[config.mk]
export PLATFORM = sky130hd
export DESIGN_NAME = srb_bank_zero
export DESIGN_NICKNAME = d
export VERILOG_FILES = /design/src/hdl/srb_pkg.sv /design/src/hdl/srb_bank_zero.sv /design/src/hdl/srb_pin_sync.sv
export SDC_FILE = /design/constraint.sdc
export NUM_CORES = 1
export LEC_CHECK = 0
export ABC_CLOCK_PERIOD_IN_PS = 3300
export BUFFER_PORTS_ARGS = -buffer_cell sky130_fd_sc_hd__buf_4
export CAP_MARGIN = 20
export CORE_MARGIN = 3
export CORE_UTILIZATION = 54
export CTS_CLUSTER_DIAMETER = 30
export DETAILED_ROUTE_END_ITERATION = 10
export PLACE_DENSITY = 0.87
export SLEW_MARGIN = 40
export SYNTH_ARGS = -nofsm -noshare
export SYNTH_HDL_FRONTEND = slang
export SYNTH_HIERARCHICAL = 1
export SYNTH_SLANG_ARGS = --single-unit
export TNS_END_PERCENT = 100
[constraint.sdc]
create_clock -name clk -period 3.3 [get_ports clk]
set_input_delay 0.66 -clock clk [delete_from_list [all_inputs] [get_ports clk]]
set_output_delay 0.66 -clock clk [all_outputs]
set_load 0.01 [all_outputs]
[src/hdl/srb_pkg.sv]
// shared offsets, field positions, reset values and carrier types of bank zero
package srb_pkg;

    // ************************************************************
    // register offsets within a bank
    // ************************************************************
    localparam logic [6:0] OFS_WINDOW  = 7'h00;
    localparam logic [6:0] OFS_T0CNT   = 7'h01;
    localparam logic [6:0] OFS_PCLO    = 7'h02;
    localparam logic [6:0] OFS_STATUS  = 7'h03;
    localparam logic [6:0] OFS_PTR     = 7'h04;
    localparam logic [6:0] OFS_PORT1   = 7'h05;
    localparam logic [6:0] OFS_PORT2   = 7'h06;
    localparam logic [6:0] OFS_PORT3   = 7'h07;
    localparam logic [6:0] OFS_PCHI    = 7'h0A;
    localparam logic [6:0] OFS_IRQCTL  = 7'h0B;
    localparam logic [6:0] OFS_PIR     = 7'h0C;
    localparam logic [6:0] OFS_T1L     = 7'h0E;
    localparam logic [6:0] OFS_T1H     = 7'h0F;
    localparam logic [6:0] OFS_T1CTL   = 7'h10;
    localparam logic [6:0] OFS_T2CNT   = 7'h11;
    localparam logic [6:0] OFS_T2CTL   = 7'h12;
    localparam logic [6:0] OFS_SERBUF  = 7'h13;
    localparam logic [6:0] OFS_SERCTL  = 7'h14;
    localparam logic [6:0] OFS_CCPL    = 7'h15;
    localparam logic [6:0] OFS_CCPH    = 7'h16;
    localparam logic [6:0] OFS_CCPCON  = 7'h17;
    localparam logic [6:0] OFS_SFR_TOP = 7'h1F;

    // ************************************************************
    // core status field positions
    // ************************************************************
    localparam int ST_IBS = 7;
    localparam int ST_UBS = 6;
    localparam int ST_LBS = 5;
    localparam int ST_TOF = 4;
    localparam int ST_PDF = 3;

    // ************************************************************
    // reset values and implemented-bit masks
    // ************************************************************
    localparam logic [7:0] ZERO8          = 8'h00;
    localparam logic [7:0] STATUS_POR     = 8'h18;
    localparam logic [7:0] STATUS_WR_MASK = 8'hE7;
    localparam logic [7:0] IRQCTL_KEEP    = 8'h01;
    localparam logic [7:0] PIR_MASK       = 8'hCF;
    localparam logic [7:0] T1CTL_MASK     = 8'h3F;
    localparam logic [7:0] T2CTL_MASK     = 8'h7F;
    localparam logic [7:0] CCPCON_MASK    = 8'h3F;
    localparam logic [7:0] PORT1_MASK     = 8'h3F;
    localparam int         PROGRAM_COUNTER_HIGH_LATCH_W       = 5;
    localparam int         PC_W           = 13;
    localparam int         PINS_W         = 23;
    localparam int         SYNC_STAGES    = 3;

    // ************************************************************
    // carrier types
    // ************************************************************
    typedef struct packed {
        logic [6:0] addr;
        logic       wr;
        logic       rd;
        logic [7:0] wdata;
    } srb_req_s;

    typedef struct packed {
        logic [8:0] addr;
        logic       wr;
        logic       rd;
        logic [7:0] wdata;
    } srb_ext_s;

    typedef struct packed {
        logic [7:0] t0cnt;
        logic [7:0] t1l;
        logic [7:0] t1h;
        logic [7:0] t1ctl;
        logic [7:0] t2cnt;
        logic [7:0] t2ctl;
        logic [7:0] serbuf;
        logic [7:0] serctl;
        logic [7:0] ccpl;
        logic [7:0] ccph;
        logic [7:0] ccpcon;
    } srb_periph_s;

endpackage : srb_pkg

[src/hdl/srb_bank_zero.sv]
// lower special register bank: decode, storage, program counter and reset classes
//
// Summary of operation
// - common registers answer at their offset whatever the bank-select bits hold
// - upper program counter bits have no address; only the low byte is mapped
// - five-bit high latch fills counter bits 12:8 on a low-byte write; a jump takes only its top two bits into 12:11
// - power-on/brown-out resets and pin/watchdog resets load different register values
// - status powers up 0001 1xxx; other resets clear top three, flag cause
// - unimplemented addresses and bits read zero and ignore writes
// - port write sets the output latch; port read returns pin levels
// - indirect pointer holds eight bits, kept across non-power resets
module srb_bank_zero (
    input  wire logic                 clk,
    input  wire logic                 sys_rst,
    input  wire logic                 external_reset_pin_n,
    input  wire logic                 wdt_timeout,
    input  wire srb_pkg::srb_req_s    req,
    output logic [7:0]                rdata,
    output srb_pkg::srb_ext_s         ext,
    input  wire logic [7:0]           ext_rdata,
    input  wire logic                 pc_step,
    input  wire logic                 pc_jump,
    input  wire logic [10:0]          pc_jump_addr,
    output logic [12:0]               pc,
    input  wire logic [2:0]           alu_flag_we,
    input  wire logic [2:0]           alu_flags,
    input  wire logic                 sleep_entry,
    input  wire logic                 wdt_clear,
    input  wire logic [2:0]           int_events,
    input  wire logic [3:0]           periph_events,
    input  wire logic [5:0]           first_io_port_pins,
    input  wire logic [7:0]           second_io_port_pins,
    input  wire logic [7:0]           third_io_port_pins,
    output logic [5:0]                first_io_port_out,
    output logic [7:0]                second_io_port_out,
    output logic [7:0]                third_io_port_out,
    output logic [7:0]                core_status,
    output logic [7:0]                interrupt_control,
    output logic [7:0]                peripheral_interrupt_flags,
    output srb_pkg::srb_periph_s      periph,
    output logic                      other_reset
);

    // ************************************************************
    // declarations
    // ************************************************************
    logic [12:0]                 pc_q;
    logic [4:0]                  pchi_q;
    logic [7:0]                  status_q;
    logic [7:0]                  status_d;
    logic [7:0]                  ptr_q;
    logic [7:0]                  irqctl_q;
    logic [7:0]                  irqctl_d;
    logic [7:0]                  pir_q;
    logic [7:0]                  pir_d;
    logic [5:0]                  port1_q;
    logic [7:0]                  port2_q;
    logic [7:0]                  port3_q;
    srb_pkg::srb_periph_s        per_q;
    logic [7:0]                  rdata_q;
    logic [7:0]                  rd_mux;
    logic [8:0]                  ea;
    logic [6:0]                  off;
    logic                        common;
    logic                        local_hit;
    logic                        wr_en;
    logic [srb_pkg::PINS_W-1:0]  pins_raw;
    logic [srb_pkg::PINS_W-1:0]  pins_f;
    logic                        rst_pin_n_f;
    logic                        other_rst;
    logic                        any_rst;

    // ************************************************************
    // pin synchronisation and reset classes
    // ************************************************************
    assign pins_raw = {external_reset_pin_n, first_io_port_pins,
                       second_io_port_pins, third_io_port_pins};

    srb_pin_sync #(
        .W       (srb_pkg::PINS_W),
        .RST_VAL ({1'b1, 22'h0})
    ) u_sync (
        .clk     (clk),
        .sys_rst (sys_rst),
        .pin_in  (pins_raw),
        .pin_out (pins_f)
    );

    assign rst_pin_n_f = pins_f[22];

    // non-power resets: pin held low or watchdog expiry
    assign other_rst = ~sys_rst & (~rst_pin_n_f | wdt_timeout);
    assign any_rst   = sys_rst | other_rst;
    assign other_reset = other_rst;

    // ************************************************************
    // address decode
    // ************************************************************
    // window access takes its address from the pointer
    always_comb begin
        if (req.addr == srb_pkg::OFS_WINDOW) begin
            ea = {status_q[srb_pkg::ST_IBS], ptr_q};
        end else begin
            ea = {status_q[srb_pkg::ST_UBS:srb_pkg::ST_LBS], req.addr};
        end
    end

    assign off = ea[6:0];

    // registers present in every bank
    always_comb begin
        unique case (off)
            srb_pkg::OFS_WINDOW,
            srb_pkg::OFS_PCLO,
            srb_pkg::OFS_STATUS,
            srb_pkg::OFS_PTR,
            srb_pkg::OFS_PCHI,
            srb_pkg::OFS_IRQCTL: common = 1'b1;
            default:             common = 1'b0;
        endcase
    end

    // bank zero offsets up to 1F and the common registers are handled here, the rest goes to data memory
    assign local_hit = common | ((ea[8:7] == 2'b00) & (off <= srb_pkg::OFS_SFR_TOP));
    // no storage behind the window itself
    assign wr_en = req.wr & local_hit & (off != srb_pkg::OFS_WINDOW);

    // data memory request for non-local addresses, direct or through the window
    assign ext.addr  = ea;
    assign ext.wr    = req.wr & ~local_hit;
    assign ext.rd    = req.rd & ~local_hit;
    assign ext.wdata = req.wdata;

    // ************************************************************
    // program counter and its high latch
    // ************************************************************
    // only the low byte is addressable; the latch feeds the upper bits
    always_ff @(posedge clk) begin
        if (any_rst) begin
            pc_q <= '0;
        end else if (wr_en && off == srb_pkg::OFS_PCLO) begin
            pc_q <= {pchi_q, req.wdata};
        end else if (pc_jump) begin
            pc_q <= {pchi_q[4:3], pc_jump_addr};
        end else if (pc_step) begin
            pc_q <= pc_q + 13'h0001;
        end
    end

    // high latch, five bits, cleared on every reset
    always_ff @(posedge clk) begin
        if (any_rst) begin
            pchi_q <= '0;
        end else if (wr_en && off == srb_pkg::OFS_PCHI) begin
            pchi_q <= req.wdata[srb_pkg::PROGRAM_COUNTER_HIGH_LATCH_W-1:0];
        end
    end

    // ************************************************************
    // core status
    // ************************************************************
    // write, then arithmetic flag updates, then sleep/watchdog flags
    always_comb begin
        status_d = status_q;
        if (wr_en && off == srb_pkg::OFS_STATUS) begin
            status_d = (status_q & ~srb_pkg::STATUS_WR_MASK)
                     | (req.wdata & srb_pkg::STATUS_WR_MASK);
        end
        for (int i = 0; i < 3; i++) begin
            if (alu_flag_we[i]) begin
                status_d[i] = alu_flags[i];
            end
        end
        if (sleep_entry) begin
            status_d[srb_pkg::ST_TOF] = 1'b1;
            status_d[srb_pkg::ST_PDF] = 1'b0;
        end else if (wdt_clear) begin
            status_d[srb_pkg::ST_TOF] = 1'b1;
            status_d[srb_pkg::ST_PDF] = 1'b1;
        end
    end

    // power-up value, or cause flags kept/updated on other resets
    always_ff @(posedge clk) begin
        if (sys_rst) begin
            status_q <= srb_pkg::STATUS_POR;
        end else if (other_rst) begin
            status_q[7:5] <= 3'b000;
            if (wdt_timeout) begin
                status_q[srb_pkg::ST_TOF] <= 1'b0;
            end
        end else begin
            status_q <= status_d;
        end
    end

    // ************************************************************
    // indirect pointer
    // ************************************************************
    // kept across non-power resets
    always_ff @(posedge clk) begin
        if (sys_rst) begin
            ptr_q <= srb_pkg::ZERO8;
        end else if (!other_rst && wr_en && off == srb_pkg::OFS_PTR) begin
            ptr_q <= req.wdata;
        end
    end

    // ************************************************************
    // interrupt control and peripheral flags
    // ************************************************************
    // hardware events win over a same-cycle software clear
    always_comb begin
        irqctl_d = irqctl_q;
        if (wr_en && off == srb_pkg::OFS_IRQCTL) begin
            irqctl_d = req.wdata;
        end
        irqctl_d[2:0] = irqctl_d[2:0] | int_events;
        pir_d = pir_q;
        if (wr_en && off == srb_pkg::OFS_PIR) begin
            pir_d = req.wdata & srb_pkg::PIR_MASK;
        end
        pir_d[3:0] = pir_d[3:0] | periph_events;
    end

    // interrupt control keeps only its lowest flag on other resets
    always_ff @(posedge clk) begin
        if (sys_rst) begin
            irqctl_q <= srb_pkg::ZERO8;
        end else if (other_rst) begin
            irqctl_q <= irqctl_q & srb_pkg::IRQCTL_KEEP;
        end else begin
            irqctl_q <= irqctl_d;
        end
    end

    // peripheral flags clear on every reset class
    always_ff @(posedge clk) begin
        if (any_rst) begin
            pir_q <= srb_pkg::ZERO8;
        end else begin
            pir_q <= pir_d;
        end
    end

    // ************************************************************
    // port output latches
    // ************************************************************
    // latches hold through non-power resets
    always_ff @(posedge clk) begin
        if (sys_rst) begin
            port1_q <= '0;
            port2_q <= srb_pkg::ZERO8;
            port3_q <= srb_pkg::ZERO8;
        end else if (!other_rst && wr_en) begin
            if (off == srb_pkg::OFS_PORT1) begin
                port1_q <= req.wdata[5:0];
            end
            if (off == srb_pkg::OFS_PORT2) begin
                port2_q <= req.wdata;
            end
            if (off == srb_pkg::OFS_PORT3) begin
                port3_q <= req.wdata;
            end
        end
    end

    // ************************************************************
    // peripheral registers
    // ************************************************************
    // one process owns the whole struct; timer 0/1 counts and buffers survive non-power resets, t2cnt clears
    always_ff @(posedge clk) begin
        if (sys_rst) begin
            per_q <= '0;
        end else if (other_rst) begin
            per_q.t2cnt  <= srb_pkg::ZERO8;
            per_q.t2ctl  <= srb_pkg::ZERO8;
            per_q.serctl <= srb_pkg::ZERO8;
            per_q.ccpcon <= srb_pkg::ZERO8;
        end else if (wr_en) begin
            unique case (off)
                srb_pkg::OFS_T0CNT:  per_q.t0cnt  <= req.wdata;
                srb_pkg::OFS_T1L:    per_q.t1l    <= req.wdata;
                srb_pkg::OFS_T1H:    per_q.t1h    <= req.wdata;
                srb_pkg::OFS_T1CTL:  per_q.t1ctl  <= req.wdata & srb_pkg::T1CTL_MASK;
                srb_pkg::OFS_T2CNT:  per_q.t2cnt  <= req.wdata;
                srb_pkg::OFS_T2CTL:  per_q.t2ctl  <= req.wdata & srb_pkg::T2CTL_MASK;
                srb_pkg::OFS_SERBUF: per_q.serbuf <= req.wdata;
                srb_pkg::OFS_SERCTL: per_q.serctl <= req.wdata;
                srb_pkg::OFS_CCPL:   per_q.ccpl   <= req.wdata;
                srb_pkg::OFS_CCPH:   per_q.ccph   <= req.wdata;
                srb_pkg::OFS_CCPCON: per_q.ccpcon <= req.wdata & srb_pkg::CCPCON_MASK;
                default:             ;
            endcase
        end
    end

    // ************************************************************
    // read path
    // ************************************************************
    // ports read pins; gaps and the window itself read zero
    always_comb begin
        unique case (off)
            srb_pkg::OFS_T0CNT:  rd_mux = per_q.t0cnt;
            srb_pkg::OFS_PCLO:   rd_mux = pc_q[7:0];
            srb_pkg::OFS_STATUS: rd_mux = status_q;
            srb_pkg::OFS_PTR:    rd_mux = ptr_q;
            srb_pkg::OFS_PORT1:  rd_mux = {2'b00, pins_f[21:16]};
            srb_pkg::OFS_PORT2:  rd_mux = pins_f[15:8];
            srb_pkg::OFS_PORT3:  rd_mux = pins_f[7:0];
            srb_pkg::OFS_PCHI:   rd_mux = {3'b000, pchi_q};
            srb_pkg::OFS_IRQCTL: rd_mux = irqctl_q;
            srb_pkg::OFS_PIR:    rd_mux = pir_q;
            srb_pkg::OFS_T1L:    rd_mux = per_q.t1l;
            srb_pkg::OFS_T1H:    rd_mux = per_q.t1h;
            srb_pkg::OFS_T1CTL:  rd_mux = per_q.t1ctl;
            srb_pkg::OFS_T2CNT:  rd_mux = per_q.t2cnt;
            srb_pkg::OFS_T2CTL:  rd_mux = per_q.t2ctl;
            srb_pkg::OFS_SERBUF: rd_mux = per_q.serbuf;
            srb_pkg::OFS_SERCTL: rd_mux = per_q.serctl;
            srb_pkg::OFS_CCPL:   rd_mux = per_q.ccpl;
            srb_pkg::OFS_CCPH:   rd_mux = per_q.ccph;
            srb_pkg::OFS_CCPCON: rd_mux = per_q.ccpcon;
            default:             rd_mux = srb_pkg::ZERO8;
        endcase
    end

    // read data registered one cycle after the request
    always_ff @(posedge clk) begin
        if (sys_rst) begin
            rdata_q <= srb_pkg::ZERO8;
        end else if (req.rd) begin
            rdata_q <= local_hit ? rd_mux : ext_rdata;
        end
    end

    // ************************************************************
    // outputs
    // ************************************************************
    assign rdata                      = rdata_q;
    assign pc                         = pc_q;
    assign core_status                = status_q;
    assign interrupt_control          = irqctl_q;
    assign peripheral_interrupt_flags = pir_q;
    assign first_io_port_out          = port1_q & srb_pkg::PORT1_MASK[5:0];
    assign second_io_port_out         = port2_q;
    assign third_io_port_out          = port3_q;
    assign periph                     = per_q;

endmodule : srb_bank_zero

[src/hdl/srb_pin_sync.sv]
// three-stage pin synchroniser with second/third stage agreement filter
module srb_pin_sync #(
    parameter int               W       = 1,
    parameter logic [W-1:0]     RST_VAL = '0
) (
    input  wire logic         clk,
    input  wire logic         sys_rst,
    input  wire logic [W-1:0] pin_in,
    output logic      [W-1:0] pin_out
);

    // ************************************************************
    // per-bit stages
    // ************************************************************
    genvar i;
    generate
        for (i = 0; i < W; i++) begin : g_bit
            logic [srb_pkg::SYNC_STAGES-1:0] stage_q;
            logic                            out_q;

            // shift chain; stage 0 feeds only stage 1
            always_ff @(posedge clk) begin
                if (sys_rst) begin
                    stage_q <= {srb_pkg::SYNC_STAGES{RST_VAL[i]}};
                end else begin
                    stage_q <= {stage_q[srb_pkg::SYNC_STAGES-2:0], pin_in[i]};
                end
            end

            // accept a level only once the last two stages agree
            always_ff @(posedge clk) begin
                if (sys_rst) begin
                    out_q <= RST_VAL[i];
                end else if (stage_q[1] == stage_q[2]) begin
                    out_q <= stage_q[2];
                end
            end

            assign pin_out[i] = out_q;
        end
    endgenerate

endmodule : srb_pin_sync

==> impl_metrics.csv <==
group,metric,value,unit
clocking,h-tree-depth,2,
sta,holdWs,0.319,ns
grt,grt_max_degree,162,
cells_and_area,syn2layout_area_growth,32.3,%
sta,rsz0062_at_grt,"no",
grt,grt_pass1_wl,60.7,mm
sta,setup_viol,0,
synth,yosys_warnings,6,
pwr,power.leakage,6.43,nW
floorplan,die_w,150,µm
pwr,peakVddDrop,0.000415,V
sta,setup_tns,0,ns
clocking,clk_latency,0.53,ns
placed_design,io_buffers,246,
clocking,cts_buffer_depth,3,
cells_and_area,n_fill_cell,1442,
pwr,p_switching,2.11,mW
clocking,post_cts_buffers,0,
critical_path,worstPathMaxFanout,8,
critical_path,crit_start,"ptr_q[1]",
synth,ys_types,77,
critical_path,worst_setup_path_end_kind,"output pin",
placed_design,dp_slack,0.0323,ns
synth,ys_ff_latch,253,
critical_path,crit_type,"flip-flop to output pin",
floorplan,die_area,0.0226,mm²
synth,ys.flop_type,"dfxtp_1",
placed_design,dpl_cell_area,0.0134,mm²
drt,final_antenna_net_count,0,
critical_path,cp.required,2.64,ns
synth,avgSynthCellArea,9.14,µm²
pwr,sw_frac_of_total,26.1,%
sta,period_needed,3.25,ns
sta,layout_setup_ws,0.0538,ns
drt,wl_per_cell,22.8,µm
cells_and_area,final_common_cell,"buf_4",
synth,synth_edf_count,0,
sta,clock_skew,0.0192,ns
sta,slew_violations,0,
cells_and_area,mostFrequentLayoutCells,"buf_4, dfxtp_1, nor2_1, mux2i_1, nand2_1",
floorplan,initial_core_util,55.2,%
placed_design,hpwl,28.2,mm
placed_design,gp_congestion,1.01,
cells_and_area,n_antenna_cell,0,
pwr,power.internal,5.96,mW
synth,synthArstFlopShare,0,%
drt,drtIter0Drc,1298,
grt,grt_overflow_total,0,
sta,slew_headroom,48.4,%
clocking,cts-root-buf,"clkbuf_16",
pwr,powerDensity,542,mW/mm²
critical_path,r2r-start,"ptr_q[1]",
critical_path,startpoint_type,"flip-flop",
floorplan,fp.coreArea,0.0204,mm²
hold_path,hold_class,"input port to flip-flop",
clocking,ctsHoldBuffers,0,
drt,viasPerCell,6.11,
floorplan,ios,254,
synth,syn_area,0.0113,mm²
drt,drc,0,
pwr,p_total,8.07,mW
critical_path,arrival,2.59,ns
hold_path,hp-start,"external_reset_pin_n",
clocking,cts.sinks,253,
clocking,cts_resized,0,
floorplan,row_count,52,
cells_and_area,fin_nets,1569,
floorplan,die_h,150,µm
run_status,status,"finished clean",
clocking,path_clk_slew,0.06,ns
sta,min_period_over_period,98.4,%
drt,vias,11000,
grt,grt_use_total,34.8,%
drt,wirelength,41.0,mm
pwr,power_frac_comb,6.8,%
clocking,cts_tree,"built",
pwr,pwr-share-seq,39.2,%
grt,antenna_found_initial,0,
pwr,power_frac_clock,54.0,%
sta,tightest_slew,0.770,ns
job,maxCapViolCount,0,
cells_and_area,stdcell_area,0.0149,mm²
sta,fmax,308,MHz
clocking,cts_buffers,43,
drt,firstDrtPassIters,7,
synth,synthesis.instances,1231,
synth,ys_seq_area_share,45.0,%
grt,grt_pass1_vias,10600,
sta,hold_viol,0,
cells_and_area,drive_above_1_share,29.0,%
[worst max-delay path, stage by stage (launching register included)]
cell and delay (ns):
dfxtp_1 0.51, or3b_2 0.54, o21a_1 0.22, o32a_4 0.42
and3_1 0.22, buf_4 0.15
[cell families after synthesis]
group | synth area share, %
AND/OR/NAND/NOR | 19.9
AO/OA/AOI/OAI | 16.6
flip-flops | 45.0
buffers and inverters | 6.92
multiplexers | 10.6
XOR/XNOR | 0.856
adder cells (fa/ha/maj) | 0.111
other | 0.0333
[cell usage after synthesis, types with 3 or more instances]
master | number | share of area [%]
a211oi_1 | 11 | 0.73
a21o_1 | 7 | 0.47
a21oi_1 | 73 | 3.2
a221oi_1 | 8 | 0.62
a222oi_1 | 9 | 0.80
a22o_1 | 8 | 0.62
a22oi_1 | 28 | 1.9
a31oi_1 | 13 | 0.72
a32oi_1 | 5 | 0.39
and2_1 | 7 | 0.39
and3_1 | 10 | 0.56
buf_1 | 4 | 0.13
buf_2 | 13 | 0.58
buf_4 | 41 | 2.7
buf_6 | 14 | 1.4
clkbuf_1 | 45 | 1.5
dfxtp_1 | 253 | 45
inv_1 | 16 | 0.53
mux2i_1 | 117 | 10
nand2_1 | 91 | 3.0
nand2b_1 | 6 | 0.33
nand3_1 | 37 | 1.6
nand3_2 | 5 | 0.44
nand4_1 | 4 | 0.22
nor2_1 | 150 | 5.0
nor2b_1 | 77 | 4.3
nor3_1 | 14 | 0.62
nor3_2 | 3 | 0.27
nor3b_1 | 4 | 0.27
nor4_1 | 8 | 0.44
nor4b_1 | 3 | 0.23
o211ai_1 | 6 | 0.40
o21a_1 | 3 | 0.20
o21ai_0 | 42 | 1.9
o21ai_1 | 6 | 0.27
o221ai_1 | 3 | 0.23
o22ai_1 | 8 | 0.44
o2bb2ai_1 | 6 | 0.47
o31ai_1 | 9 | 0.60
or2_2 | 4 | 0.22
or3_1 | 3 | 0.17
or4_1 | 3 | 0.20
xnor2_1 | 3 | 0.23
xor2_1 | 8 | 0.62
[layer usage]
metal,part of all wire [%],up-vias,global-route usage (%)
li1,-,4854,-
met2,47,775,56.1
met1,36,5136,42.7
met3,11,192,7.83
met4,6.3,0,20.4
met5,0,-,0
[sequential cells by signal (all words and copies together), names as in the netlist]
name,flops
periph,83
u_sync/g_bit.stage_q,69
u_sync/g_bit.out_q,23
pc,13
core_status,8
interrupt_control,8
ptr_q,8
rdata,8
second_io_port_out,8
third_io_port_out,8
first_io_port_out,6
peripheral_interrupt_flags,6
pchi_q,5
[path summary, 6_finish.rpt]
check / to / slack [ns] / depth (start not counted)
max reg2reg: periph[16] / 0.40 / 7
max: ext[9] / 0.05 / 5
min reg2reg: u_sync/g_bit[22].stage_q[1] / 0.41 / 1
min: u_sync/g_bit[22].stage_q[0] / 0.32 / 2
[power groups by stage]
stage / logic (mW) / registers (mW) / clock network, mW
2_1_floorplan: 0.288 / 3.21 / 0
3_3_place_gp: 0.521 / 3.22 / 0
3_5_place_dp: 0.526 / 3.22 / 0
4_1_cts: 0.535 / 3.16 / 4.38
5_1_grt: 0.576 / 3.16 / 4.53
6_report: 0.547 / 3.16 / 4.36
[metrics by stage]
stage / utilization [%] / std cells
finish: 73.1 / 1794
global route: 73.1 / 1794
CTS: 73.1 / 1794
detailed placement: 65.9 / 1714
global placement: 65.9 / 1714
floorplan: - / 1237
[cell type report]
class	count	area, µm²	area share (%)
clock buffers	46	1120	7.51
clock inverters	34	345	2.32
inverters	17	63.8	0.429
multi-input cells	850	5450	36.6
flip-flops and latches	253	5060	34.0
well taps	270	338	2.27
repair buffers	324	2510	16.9
(Power assumes the default switching activity.)
